### src/design/prb_pkg.sv
// package for the gain ramp, boost and bypass register bank
package prb_pkg;
   // register indexes (printed offsets are not multiples of four)
   localparam logic [7:0] PRB_IDX_RAMP   = 8'h27;
   localparam logic [7:0] PRB_IDX_BOOST  = 8'h28;
   localparam logic [7:0] PRB_IDX_CHARGE = 8'h29;
   localparam logic [7:0] PRB_IDX_ROUTE  = 8'h2A;
   localparam logic [7:0] PRB_IDX_LVL0   = 8'h2B;
   localparam logic [7:0] PRB_IDX_LVL1   = 8'h2C;
   localparam int         PRB_ADDR_W     = 10;
   // reset values
   localparam logic [7:0] PRB_RST_RAMP   = 8'h00;
   localparam logic [7:0] PRB_RST_BOOST  = 8'h00;
   localparam logic [7:0] PRB_RST_CHARGE = 8'h3F;
   localparam logic [7:0] PRB_RST_ROUTE  = 8'h00;
   localparam logic [7:0] PRB_RST_LVL    = 8'h00;
   // field positions and masks
   localparam int         PRB_RATE_LSB   = 4;
   localparam int         PRB_OUTG_LSB   = 4;
   localparam logic [7:0] PRB_MSK_RAMP   = 8'h3F;
   localparam logic [7:0] PRB_MSK_BOOST  = 8'h0F;
   localparam logic [7:0] PRB_MSK_CHARGE = 8'h3F;
   localparam logic [7:0] PRB_MSK_ROUTE  = 8'h03;
   localparam logic [7:0] PRB_MSK_LVL    = 8'hFF;
   localparam logic [1:0] PRB_RESP_OKAY  = 2'b00;
   localparam logic [1:0] PRB_RESP_SLVERR = 2'b10;
   // ramp timing at 50 MHz
   localparam int         PRB_CLK_HZ     = 50_000_000;
   localparam int         PRB_RAMP0_US   = 21500;
   localparam int         PRB_RAMP1_US   = 42500;
   localparam int         PRB_RAMP2_US   = 85000;
   // cycles per microsecond first, so the 85 ms product stays inside 32 bits
   localparam int         PRB_RAMP0_CYC  = (PRB_CLK_HZ / 1_000_000) * PRB_RAMP0_US;
   localparam int         PRB_RAMP1_CYC  = (PRB_CLK_HZ / 1_000_000) * PRB_RAMP1_US;
   localparam int         PRB_RAMP2_CYC  = (PRB_CLK_HZ / 1_000_000) * PRB_RAMP2_US;
   localparam int         PRB_CNT_W      = 23;

   typedef enum logic [1:0] {
      PRB_RATE_SHORT = 2'b00,
      PRB_RATE_MID   = 2'b01,
      PRB_RATE_LONG  = 2'b10
   } prb_rate_t;

   typedef enum logic [1:0] {
      PRB_ROUTE_NONE = 2'b00,
      PRB_ROUTE_CH0  = 2'b01,
      PRB_ROUTE_CH1  = 2'b10,
      PRB_ROUTE_BOTH = 2'b11
   } prb_route_t;

   typedef struct packed {
      logic [3:0] ramp_off;
      logic [1:0] ramp_rate;
      logic [3:0] extra_gain;
      logic [3:0] in_click_guard_off;
      logic [1:0] out_click_guard_off;
      logic [1:0] route;
      logic [7:0] bypass_level0;
      logic [7:0] bypass_level1;
   } prb_ctrl_t;
endpackage

### src/design/prb_stage_ramp.sv
// gain-change ramp timer for one input gain stage
`timescale 1ns/10ps
module prb_stage_ramp
   import prb_pkg::*;
(
   input  wire logic       aclk,
   input  wire logic       aresetn,
   input  wire logic       gain_change,
   input  wire logic       ramp_off,
   input  wire logic [1:0] ramp_rate,
   output logic            ramping
);
   logic [PRB_CNT_W-1:0] cnt_reg;
   logic [PRB_CNT_W-1:0] load_val;

   always_comb begin
      unique case (ramp_rate)
         PRB_RATE_MID:  load_val = PRB_CNT_W'(PRB_RAMP1_CYC);
         PRB_RATE_LONG: load_val = PRB_CNT_W'(PRB_RAMP2_CYC);
         // code 11 is undefined; take the shortest ramp
         default:       load_val = PRB_CNT_W'(PRB_RAMP0_CYC);
      endcase
   end

   always_ff @(posedge aclk) begin
      if (!aresetn) begin
         cnt_reg <= '0;
      end else if (gain_change) begin
         cnt_reg <= ramp_off ? '0 : load_val;
      end else if (cnt_reg != '0) begin
         cnt_reg <= cnt_reg - PRB_CNT_W'(1);
      end
   end

   always_ff @(posedge aclk) begin
      if (!aresetn) begin
         ramping <= 1'b0;
      end else begin
         ramping <= gain_change ? !ramp_off : (cnt_reg > PRB_CNT_W'(1));
      end
   end

   a_ramp_off_jump: assert property (@(posedge aclk) disable iff (!aresetn)
      gain_change && ramp_off |=> !ramping)
      else $error("ramp ran while disabled");
endmodule

### src/design/prb_axil_slave.sv
// axi4-lite slave front end: one write and one read at a time
`timescale 1ns/10ps
module prb_axil_slave
   import prb_pkg::*;
(
   input  wire logic                  aclk,
   input  wire logic                  aresetn,
   input  wire logic [PRB_ADDR_W-1:0] s_awaddr,
   input  wire logic                  s_awvalid,
   output logic                       s_awready,
   input  wire logic [31:0]           s_wdata,
   input  wire logic [3:0]            s_wstrb,
   input  wire logic                  s_wvalid,
   output logic                       s_wready,
   output logic [1:0]                 s_bresp,
   output logic                       s_bvalid,
   input  wire logic                  s_bready,
   input  wire logic [PRB_ADDR_W-1:0] s_araddr,
   input  wire logic                  s_arvalid,
   output logic                       s_arready,
   output logic [31:0]                s_rdata,
   output logic [1:0]                 s_rresp,
   output logic                       s_rvalid,
   input  wire logic                  s_rready,
   output logic                       wr_en,
   output logic [7:0]                 wr_idx,
   output logic [7:0]                 wr_data,
   input  wire logic                  wr_hit,
   output logic [7:0]                 rd_idx,
   input  wire logic [7:0]            rd_data,
   input  wire logic                  rd_hit
);
   logic aw_have_reg;
   logic w_have_reg;
   logic [7:0] aw_idx_reg;
   logic [7:0] w_data_reg;
   logic       w_strb0_reg;

   assign wr_idx    = aw_idx_reg;
   assign wr_data   = w_data_reg;
   // only byte lane 0 carries data; a write without it stores nothing
   assign wr_en     = aw_have_reg && w_have_reg && w_strb0_reg && wr_hit;
   assign rd_idx    = s_araddr[9:2];

   always_ff @(posedge aclk) begin
      if (!aresetn) begin
         aw_have_reg <= 1'b0;
         w_have_reg  <= 1'b0;
         aw_idx_reg  <= 8'h00;
         w_data_reg  <= 8'h00;
         w_strb0_reg <= 1'b0;
         s_bvalid    <= 1'b0;
         s_bresp     <= PRB_RESP_OKAY;
         // readies are flops: low from their own take until the response is taken
         s_awready   <= 1'b1;
         s_wready    <= 1'b1;
      end else begin
         if (s_awvalid && s_awready) begin
            aw_have_reg <= 1'b1;
            aw_idx_reg  <= s_awaddr[9:2];
            s_awready   <= 1'b0;
         end
         if (s_wvalid && s_wready) begin
            w_have_reg  <= 1'b1;
            w_data_reg  <= s_wdata[7:0];
            w_strb0_reg <= s_wstrb[0];
            s_wready    <= 1'b0;
         end
         if (aw_have_reg && w_have_reg) begin
            aw_have_reg <= 1'b0;
            w_have_reg  <= 1'b0;
            s_bvalid    <= 1'b1;
            s_bresp     <= wr_hit ? PRB_RESP_OKAY : PRB_RESP_SLVERR;
         end else if (s_bvalid && s_bready) begin
            s_bvalid <= 1'b0;
            s_awready <= 1'b1;
            s_wready <= 1'b1;
         end
      end
   end

   always_ff @(posedge aclk) begin
      if (!aresetn) begin
         s_rvalid <= 1'b0;
         s_rdata  <= 32'h0000_0000;
         s_rresp  <= PRB_RESP_OKAY;
         s_arready <= 1'b1;
      end else if (s_arvalid && s_arready) begin
         s_rvalid <= 1'b1;
         s_arready <= 1'b0;
         s_rdata  <= rd_hit ? {24'h00_0000, rd_data} : 32'h0000_0000;
         s_rresp  <= rd_hit ? PRB_RESP_OKAY : PRB_RESP_SLVERR;
      end else if (s_rvalid && s_rready) begin
         s_rvalid <= 1'b0;
         s_arready <= 1'b1;
      end
   end
endmodule

### src/design/prb_regs.sv
// gain ramp, boost, click guard and adc-to-dac bypass register bank
// Summary of operation
// - a set ramp-off bit makes that stage change gain at once, ignoring rate
// - ramp-rate field bits 5:4 gives 21.5 ms, 42.5 ms or 85 ms ramps
// - four ramp-off bits, bit n for stage n, 1 disables, reset 0
// - four boost bits add 10 dB on top of each stage base gain
// - output click-guard disable bits at 5 and 4, 1 disables, reset 1
// - input click-guard disable bits at 3:0, bit n stage n, reset 1
// - two-bit route: none, adc0 to dac0, adc1 to dac1, or both
// - bypassed channel 0 takes its dac volume from level register 0
// - bypassed channel 1 takes its dac volume from level register 1
`timescale 1ns/10ps
module prb_regs
   import prb_pkg::*;
(
   input  wire logic                  aclk,
   input  wire logic                  aresetn,
   input  wire logic [PRB_ADDR_W-1:0] s_awaddr,
   input  wire logic                  s_awvalid,
   output logic                       s_awready,
   input  wire logic [31:0]           s_wdata,
   input  wire logic [3:0]            s_wstrb,
   input  wire logic                  s_wvalid,
   output logic                       s_wready,
   output logic [1:0]                 s_bresp,
   output logic                       s_bvalid,
   input  wire logic                  s_bready,
   input  wire logic [PRB_ADDR_W-1:0] s_araddr,
   input  wire logic                  s_arvalid,
   output logic                       s_arready,
   output logic [31:0]                s_rdata,
   output logic [1:0]                 s_rresp,
   output logic                       s_rvalid,
   input  wire logic                  s_rready,
   input  wire logic [3:0]            base_gain_change,
   input  wire logic [7:0]            dac_volume0,
   input  wire logic [7:0]            dac_volume1,
   output prb_ctrl_t                  ctrl,
   output logic [3:0]                 stage_ramping,
   output logic [3:0]                 boost_10db,
   output logic [1:0]                 adc_to_dac,
   output logic [7:0]                 dac_vol_used0,
   output logic [7:0]                 dac_vol_used1
);
   logic [7:0] ramp_reg;
   logic [7:0] boost_reg;
   logic [7:0] charge_reg;
   logic [7:0] route_reg;
   logic [7:0] lvl0_reg;
   logic [7:0] lvl1_reg;
   logic       wr_en;
   logic [7:0] wr_idx;
   logic [7:0] wr_data;
   logic       wr_hit;
   logic [7:0] rd_idx;
   logic [7:0] rd_data;
   logic       rd_hit;
   logic [3:0] ramping_w;
   logic [3:0] gain_change_w;

   prb_axil_slave u_bus (
      .aclk      (aclk),
      .aresetn   (aresetn),
      .s_awaddr  (s_awaddr),
      .s_awvalid (s_awvalid),
      .s_awready (s_awready),
      .s_wdata   (s_wdata),
      .s_wstrb   (s_wstrb),
      .s_wvalid  (s_wvalid),
      .s_wready  (s_wready),
      .s_bresp   (s_bresp),
      .s_bvalid  (s_bvalid),
      .s_bready  (s_bready),
      .s_araddr  (s_araddr),
      .s_arvalid (s_arvalid),
      .s_arready (s_arready),
      .s_rdata   (s_rdata),
      .s_rresp   (s_rresp),
      .s_rvalid  (s_rvalid),
      .s_rready  (s_rready),
      .wr_en     (wr_en),
      .wr_idx    (wr_idx),
      .wr_data   (wr_data),
      .wr_hit    (wr_hit),
      .rd_idx    (rd_idx),
      .rd_data   (rd_data),
      .rd_hit    (rd_hit)
   );

   function automatic logic idx_hit(input logic [7:0] idx);
      idx_hit = (idx >= PRB_IDX_RAMP) && (idx <= PRB_IDX_LVL1);
   endfunction

   assign wr_hit = idx_hit(wr_idx);
   assign rd_hit = idx_hit(rd_idx);

   // reserved bits are not stored, so they read back as zero
   always_comb begin
      unique case (rd_idx)
         PRB_IDX_RAMP:   rd_data = ramp_reg;
         PRB_IDX_BOOST:  rd_data = boost_reg;
         PRB_IDX_CHARGE: rd_data = charge_reg;
         PRB_IDX_ROUTE:  rd_data = route_reg;
         PRB_IDX_LVL0:   rd_data = lvl0_reg;
         PRB_IDX_LVL1:   rd_data = lvl1_reg;
         default:        rd_data = 8'h00;
      endcase
   end

   always_ff @(posedge aclk) begin
      if (!aresetn) begin
         ramp_reg <= PRB_RST_RAMP;
      end else if (wr_en && wr_idx == PRB_IDX_RAMP) begin
         ramp_reg <= wr_data & PRB_MSK_RAMP;
      end
   end

   always_ff @(posedge aclk) begin
      if (!aresetn) begin
         boost_reg <= PRB_RST_BOOST;
      end else if (wr_en && wr_idx == PRB_IDX_BOOST) begin
         boost_reg <= wr_data & PRB_MSK_BOOST;
      end
   end

   always_ff @(posedge aclk) begin
      if (!aresetn) begin
         charge_reg <= PRB_RST_CHARGE;
      end else if (wr_en && wr_idx == PRB_IDX_CHARGE) begin
         charge_reg <= wr_data & PRB_MSK_CHARGE;
      end
   end

   always_ff @(posedge aclk) begin
      if (!aresetn) begin
         route_reg <= PRB_RST_ROUTE;
      end else if (wr_en && wr_idx == PRB_IDX_ROUTE) begin
         route_reg <= wr_data & PRB_MSK_ROUTE;
      end
   end

   // each level register has its own write decode
   always_ff @(posedge aclk) begin
      if (!aresetn) begin
         lvl0_reg <= PRB_RST_LVL;
      end else if (wr_en && wr_idx == PRB_IDX_LVL0) begin
         lvl0_reg <= wr_data & PRB_MSK_LVL;
      end
   end

   always_ff @(posedge aclk) begin
      if (!aresetn) begin
         lvl1_reg <= PRB_RST_LVL;
      end else if (wr_en && wr_idx == PRB_IDX_LVL1) begin
         lvl1_reg <= wr_data & PRB_MSK_LVL;
      end
   end

   // a rate change alone does not restart a ramp in progress
   assign gain_change_w = base_gain_change;

   genvar g;
   generate
      for (g = 0; g < 4; g++) begin : g_stage
         prb_stage_ramp u_ramp (
            .aclk        (aclk),
            .aresetn     (aresetn),
            .gain_change (gain_change_w[g]),
            .ramp_off    (ramp_reg[g]),
            .ramp_rate   (ramp_reg[PRB_RATE_LSB +: 2]),
            .ramping     (ramping_w[g])
         );
      end
   endgenerate

   always_ff @(posedge aclk) begin
      if (!aresetn) begin
         ctrl <= '0;
      end else begin
         ctrl.ramp_off            <= ramp_reg[3:0];
         ctrl.ramp_rate           <= ramp_reg[PRB_RATE_LSB +: 2];
         ctrl.extra_gain          <= boost_reg[3:0];
         ctrl.in_click_guard_off  <= charge_reg[3:0];
         ctrl.out_click_guard_off <= charge_reg[PRB_OUTG_LSB +: 2];
         ctrl.route               <= route_reg[1:0];
         ctrl.bypass_level0       <= lvl0_reg;
         ctrl.bypass_level1       <= lvl1_reg;
      end
   end

   always_ff @(posedge aclk) begin
      if (!aresetn) begin
         stage_ramping <= 4'h0;
      end else begin
         stage_ramping <= ramping_w;
      end
   end

   // a flag to the analog stage; the 10 dB step itself is made there
   always_ff @(posedge aclk) begin
      if (!aresetn) begin
         boost_10db <= 4'h0;
      end else begin
         boost_10db <= boost_reg[3:0];
      end
   end

   always_ff @(posedge aclk) begin
      if (!aresetn) begin
         adc_to_dac <= 2'b00;
      end else begin
         adc_to_dac <= route_reg[1:0];
      end
   end

   // a bypassed channel ignores its normal volume until its route bit clears
   always_ff @(posedge aclk) begin
      if (!aresetn) begin
         dac_vol_used0 <= 8'h00;
      end else begin
         dac_vol_used0 <= route_reg[0] ? lvl0_reg : dac_volume0;
      end
   end

   always_ff @(posedge aclk) begin
      if (!aresetn) begin
         dac_vol_used1 <= 8'h00;
      end else begin
         dac_vol_used1 <= route_reg[1] ? lvl1_reg : dac_volume1;
      end
   end

   a_vol_bypass0: assert property (@(posedge aclk) disable iff (!aresetn)
      route_reg[0] && $stable(route_reg) && $stable(lvl0_reg) |=> dac_vol_used0 == $past(lvl0_reg))
      else $error("channel 0 bypass level not applied");
   a_vol_bypass1: assert property (@(posedge aclk) disable iff (!aresetn)
      route_reg[1] |=> dac_vol_used1 == $past(lvl1_reg))
      else $error("channel 1 bypass level not applied");
   a_vol_normal0: assert property (@(posedge aclk) disable iff (!aresetn)
      !route_reg[0] |=> dac_vol_used0 == $past(dac_volume0))
      else $error("channel 0 normal volume lost");
   a_vol_normal1: assert property (@(posedge aclk) disable iff (!aresetn)
      !route_reg[1] |=> dac_vol_used1 == $past(dac_volume1))
      else $error("channel 1 normal volume lost");
   a_route_out: assert property (@(posedge aclk) disable iff (!aresetn)
      wr_en && wr_idx == PRB_IDX_ROUTE |=> ##1 adc_to_dac == $past(wr_data[1:0], 2))
      else $error("route write not reflected");
   a_boost_out: assert property (@(posedge aclk) disable iff (!aresetn)
      wr_en && wr_idx == PRB_IDX_BOOST |=> ##1 boost_10db == $past(wr_data[3:0], 2))
      else $error("boost write not reflected");
   // field writes reach the control word two edges after the write strobe
   a_boost_ctrl: assert property (@(posedge aclk) disable iff (!aresetn)
      wr_en && wr_idx == PRB_IDX_BOOST |=> ##1 ctrl.extra_gain == $past(wr_data[3:0], 2))
      else $error("boost field not reflected");
   a_rate_out: assert property (@(posedge aclk) disable iff (!aresetn)
      wr_en && wr_idx == PRB_IDX_RAMP |=> ##1 ctrl.ramp_rate == $past(wr_data[5:4], 2))
      else $error("ramp rate write not reflected");
   a_off_out: assert property (@(posedge aclk) disable iff (!aresetn)
      wr_en && wr_idx == PRB_IDX_RAMP |=> ##1 ctrl.ramp_off == $past(wr_data[3:0], 2))
      else $error("ramp off write not reflected");
   a_in_guard_wr: assert property (@(posedge aclk) disable iff (!aresetn)
      wr_en && wr_idx == PRB_IDX_CHARGE |=> ##1 ctrl.in_click_guard_off == $past(wr_data[3:0], 2))
      else $error("input guard write not reflected");
   a_out_guard_wr: assert property (@(posedge aclk) disable iff (!aresetn)
      wr_en && wr_idx == PRB_IDX_CHARGE |=> ##1 ctrl.out_click_guard_off == $past(wr_data[5:4], 2))
      else $error("output guard write not reflected");
   a_level0_out: assert property (@(posedge aclk) disable iff (!aresetn)
      wr_en && wr_idx == PRB_IDX_LVL0 |=> ##1 ctrl.bypass_level0 == $past(wr_data, 2))
      else $error("level 0 write not reflected");
   a_level1_out: assert property (@(posedge aclk) disable iff (!aresetn)
      wr_en && wr_idx == PRB_IDX_LVL1 |=> ##1 ctrl.bypass_level1 == $past(wr_data, 2))
      else $error("level 1 write not reflected");
   a_guard_reset: assert property (@(posedge aclk)
      !aresetn |=> charge_reg == 8'h3F && ramp_reg == 8'h00)
      else $error("reset values wrong");
   a_guard_out: assert property (@(posedge aclk) disable iff (!aresetn)
      $stable(charge_reg) |=> ctrl.out_click_guard_off == $past(charge_reg[5:4])
      && ctrl.in_click_guard_off == $past(charge_reg[3:0]))
      else $error("click guard bits not routed");
   a_ramp_bypass: assert property (@(posedge aclk) disable iff (!aresetn)
      base_gain_change[0] && ramp_reg[0] |=> ##1 !stage_ramping[0])
      else $error("stage 0 ramped while disabled");
   a_ramp_runs: assert property (@(posedge aclk) disable iff (!aresetn)
      base_gain_change[0] && !ramp_reg[0] |=> ##1 stage_ramping[0][*8])
      else $error("stage 0 ramp too short");
   // stages 1 to 3 share the stage 0 logic; each must follow its own bit
   a_ramp_off1: assert property (@(posedge aclk) disable iff (!aresetn)
      base_gain_change[1] && ramp_reg[1] |=> ##1 !stage_ramping[1])
      else $error("stage 1 ramped while disabled");
   a_ramp_off2: assert property (@(posedge aclk) disable iff (!aresetn)
      base_gain_change[2] && ramp_reg[2] |=> ##1 !stage_ramping[2])
      else $error("stage 2 ramped while disabled");
   a_ramp_off3: assert property (@(posedge aclk) disable iff (!aresetn)
      base_gain_change[3] && ramp_reg[3] |=> ##1 !stage_ramping[3])
      else $error("stage 3 ramped while disabled");
   a_ramp_run1: assert property (@(posedge aclk) disable iff (!aresetn)
      base_gain_change[1] && !ramp_reg[1] |=> ##1 stage_ramping[1])
      else $error("stage 1 ramp missing");
   a_ramp_run3: assert property (@(posedge aclk) disable iff (!aresetn)
      base_gain_change[3] && !ramp_reg[3] |=> ##1 stage_ramping[3])
      else $error("stage 3 ramp missing");
endmodule

### config.mk
export PLATFORM = sky130hd
export DESIGN_NAME = prb_regs
export DESIGN_NICKNAME = d
export VERILOG_FILES = /design/src/design/prb_pkg.sv /design/src/design/prb_stage_ramp.sv /design/src/design/prb_axil_slave.sv /design/src/design/prb_regs.sv
export SDC_FILE = /design/constraint.sdc
export NUM_CORES = 1
export LEC_CHECK = 0
export BUFFER_PORTS_ARGS = -buffer_cell sky130_fd_sc_hd__buf_2
export CORE_ASPECT_RATIO = 2
export CORE_MARGIN = 5
export CORE_UTILIZATION = 44
export CTS_BUF_LIST = sky130_fd_sc_hd__clkbuf_2 sky130_fd_sc_hd__clkbuf_4 sky130_fd_sc_hd__clkbuf_8
export CTS_CLUSTER_DIAMETER = 80
export DETAILED_ROUTE_END_ITERATION = 12
export GPL_TIMING_DRIVEN = 0
export PLACE_DENSITY = 0.73
export SLEW_MARGIN = 25
export SYNTH_ARGS = -nofsm -noshare
export SYNTH_HDL_FRONTEND = slang
export SYNTH_SLANG_ARGS = --single-unit
### constraint.sdc
create_clock -name aclk -period 3 [get_ports aclk]
set_input_delay 0.15 -clock aclk [delete_from_list [all_inputs] [get_ports aclk]]
set_output_delay 0.15 -clock aclk [all_outputs]
set_load 0.01 [all_outputs]
==> out/results.md <==
| Metric | This run | Unit |
|:---|:---|:---|
| Result of the run | complete, no violations | - |
| Final count of negative-setup-slack endpoints | 0 | - |
| Post-CTS Setup Bufs | 0 | - |
| Flop pwr share | 0.481 | - |
| Initial antenna violation count | 0 | - |
| Starting Density | 0.444 | - |
| Via-to-Cell Ratio | 5.44 | - |
| Total die area | 0.0248 | sq mm |
| Cts bufs inserted | 29 | - |
| Worst-case clock buffer depth | 3 | - |
| Routability congestion estimate from global placement | 0.881 | - |
| Synth Flop Type | dfxtp_1 | - |
| Cells after synthesis | 1066 | - |
| Worst VDD drop | 0.000361 | V |
| IO Pins | 184 | - |
| Highest net fanout along the worst path | 9 | - |
| TritonCTS clock tree | done | - |
| Area delta synth->final | 22.4 | % |
| Final total negative setup slack | 0 | ps |
| All-Layer GR Usage | 0.216 | - |
| Worst Tran Pin Value | 1010 | ps |
| Power per unit of standard cell area | 561 | mW/mm^2 |
| Number of enable flip-flop cells after synthesis | 0 | - |
| Core Footprint | 0.0214 | sq mm |
| CTS hold repair buffers | 39 | - |
| Wirelength per Cell | 17.3 | um |
| Share of the synthesized area in the top cell type | 0.460 | - |
| Logic gate share of total power | 0.124 | - |
| Total global routing overflow | 0 | - |
| First-pass GRT wire length | 43400 | um |
| Synthesis Warnings | 0 | - |
| Switching part of the total | 0.267 | - |
| Die width | 114 | um |
| Post-route antenna net violation count | 0 | - |
| Final min period | 2720 | ps |
| Nets | 1379 | - |
| Estimated wirelength of the detail-placed design | 20100 | um |
| Type of element capturing the critical path | register | - |
| Proportion of register bits with asynchronous set or reset after synthesis | 0 | - |
| Master cell of the clock root buffer | clkbuf_8 | - |
| Cell area after synthesis | 0.00949 | sq mm |
| Total wirelength of the detailed-routed design | 27300 | um |
| Count of instances resized after the clock tree is built | 0 | - |
| Synth Register Bits | 218 | - |
| Max Fclk | 0.367 | GHz |
| Floorplan die height | 218 | um |
| Count of input and output buffers | 123 | - |
| Biggest area contributors in the synthesized netlist | dfxtp_1, nand2_1, mux2i_1 | - |
| Post-route DRC violation count | 0 | - |
| Core Rows | 76 | - |
| Via count of the first global-routing pass | 8594 | - |
| Largest net degree at the start of global routing | 15 | - |
| Lkg Pwr | 4.89 | nW |
| Worst endpoint required time | 3470 | ps |
| Path type of the worst min-delay path | in2reg | - |
| Detailed-router iteration count before antenna repair | 6 | - |
| Vias after detailed routing | 8594 | - |
| Final clock period utilization by the worst path | 0.907 | - |
| Library cells used by synthesis | 71 | - |
| Max reg flops | 92 | - |
| Source-to-sink clock delay at the later pin of the worst-skew pair | 580 | ps |
| Post-Synthesis Mean Instance Area | 8.90 | sq um |
| Sequential element share of the synthesized area | 0.460 | - |
| H-Tree Level Count | 1 | - |
| Setup repair after global routing missed its margin | false | - |
| Number of sinks handled by clock tree synthesis | 218 | - |
| Fraction of final layout cells sized beyond drive strength 1 | 0.174 | - |
| Initial drt markers | 424 | - |
| Final Max Slew Viols | 0 | - |
| Internal power component | 4.78 | mW |
| Critical path arrival | 3190 | ps |
| Critical path class | reg2reg | - |
| Portion of total power attributed to the clock network | 0.395 | - |
| Relative slew margins | 0.319 | - |
| Largest area contributor in the netlist | dfxtp_1 | - |
| Net switching power figure | 1.74 | mW |
| Number of max-cap violations | 0 | - |
| Power, Total | 6.52 | mW |
| Clock-pin slew on the worst setup and hold paths | 70 | ps |
| Startpoint Class | register | - |
| Final hold viol count | 0 | - |
| Final setup skew | 9.39 | ps |
## cell usage after synthesis (all sizes together) (4+ instances only)
cell type / number
a22o: 8
nor2: 106
nand3b: 7
or4: 18
and3: 7
nand3: 26
o31a: 4
nor3: 27
o211a: 4
or3: 9
a211oi: 11
o21a: 9
o22ai: 13
xor2: 22
ha: 12
a21oi: 56
xnor2: 34
nor4: 25
nand2b: 15
inv: 23
buf: 43
a31oi: 11
clkbuf: 34
o21ai: 39
nand2: 114
nor2b: 6
and2: 42
nand4: 8
mux2i: 42
a22oi: 6
nor3b: 6
dfxtp: 218
nand4b: 6
o31ai: 12
## power groups by stage
stage / Combinational [mW] / Clock (mW) / Sequential [mW]
floorplan: 0.536 / 0 / 3.18
global placement: 0.745 / 0 / 3.19
detailed placement: 0.757 / 0 / 3.19
CTS: 0.802 / 2.62 / 3.13
global route: 0.894 / 2.76 / 3.15
finish: 0.811 / 2.57 / 3.13
## cells by family after synthesis
logic type / count (synthesis) / synth area share
buffers and inverters: 102 / 0.0540
AND/OR/NAND/NOR: 436 / 0.234
flip-flops: 218 / 0.460
XOR/XNOR: 56 / 0.0517
other: 1 / 0.000395
adder cells (fa/ha/maj): 12 / 0.0158
AO/OA/AOI/OAI: 197 / 0.136
multiplexers: 44 / 0.0490
## area by class of cell
class                      instances  area [sq um]
fill                            1960          9780
multi-input combinational        771          4710
tap                              273           342
antenna                            1          2.50
clock buffer                      37           484
sequential                       218          4360
buffer                            77           419
inverter                          25          93.8
clock inverter                    17           193
timing repair buffer             162          1010
## critical path, stage by stage, from the launching register on
cell and delay, ps:
dfxtp_1 350, inv_1 90, ha_1 190, or4b_2 580, clkbuf_1 240, nand4bb_1 250, o21bai_1 520, o21ai_0 250
o21a_1 160
## path summary, 6_finish.rpt
check / start / endpoint / slack [ps] / depth (start not counted)
worst min-delay path: aresetn / g_stage[0].u_ramp.cnt_reg[17]$_SDFFE_PN0P_ / 50 / 4
worst max register to register: g_stage[1].u_ramp.cnt_reg[0]$_SDFFE_PN0P_ / g_stage[1].u_ramp.cnt_reg[13]$_SDFFE_PN0P_ / 280 / 8
worst max-delay path: g_stage[1].u_ramp.cnt_reg[0]$_SDFFE_PN0P_ / g_stage[1].u_ramp.cnt_reg[13]$_SDFFE_PN0P_ / 280 / 8
worst min register to register: g_stage[1].u_ramp.ramping$_SDFF_PN0_ / stage_ramping[1]$_SDFF_PN0_ / 430 / 1
## layer usage
layer	global-route usage	part of all wire	vias up
met2	0.406	0.53	312
met5	0	0	-
met1	0.217	0.35	4030
met4	0.135	0.060	0
met3	0.0325	0.054	103
li1	-	-	4149
## per-stage QoR
| step | hold WS (ps) | setup WS (ps) | area, sq um | std cells | util |
|---|---|---|---|---|---|
| final | 52.5 | 278 | 11600 | 1581 | 0.543 |
| after global routing | 54.3 | 114 | 11600 | 1580 | 0.543 |
| after CTS | 12.3 | 281 | 11600 | 1580 | 0.543 |
| after detailed placement | 371 | 304 | 10500 | 1487 | 0.493 |
| after global placement | 359 | 371 | 10500 | 1487 | 0.493 |
| after floorplan | 250 | 728 | 9590 | 1091 | - |
## placed cells by master, fill, tap and decap left out, drive strengths merged, types with 13 or more instances in the layout
cell type / count
a21oi: 56
and2: 42
buf: 166
clkbuf: 71
conb: 26
dfxtp: 218
dlygate4sd3: 39
inv: 23
mux2i: 42
nand2: 114
nand2b: 15
nand3: 26
nor2: 106
nor3: 27
nor4: 25
o21ai: 39
o22ai: 13
or4: 18
xnor2: 34
xor2: 22
Note: power is estimated with default switching activity, not from simulation.
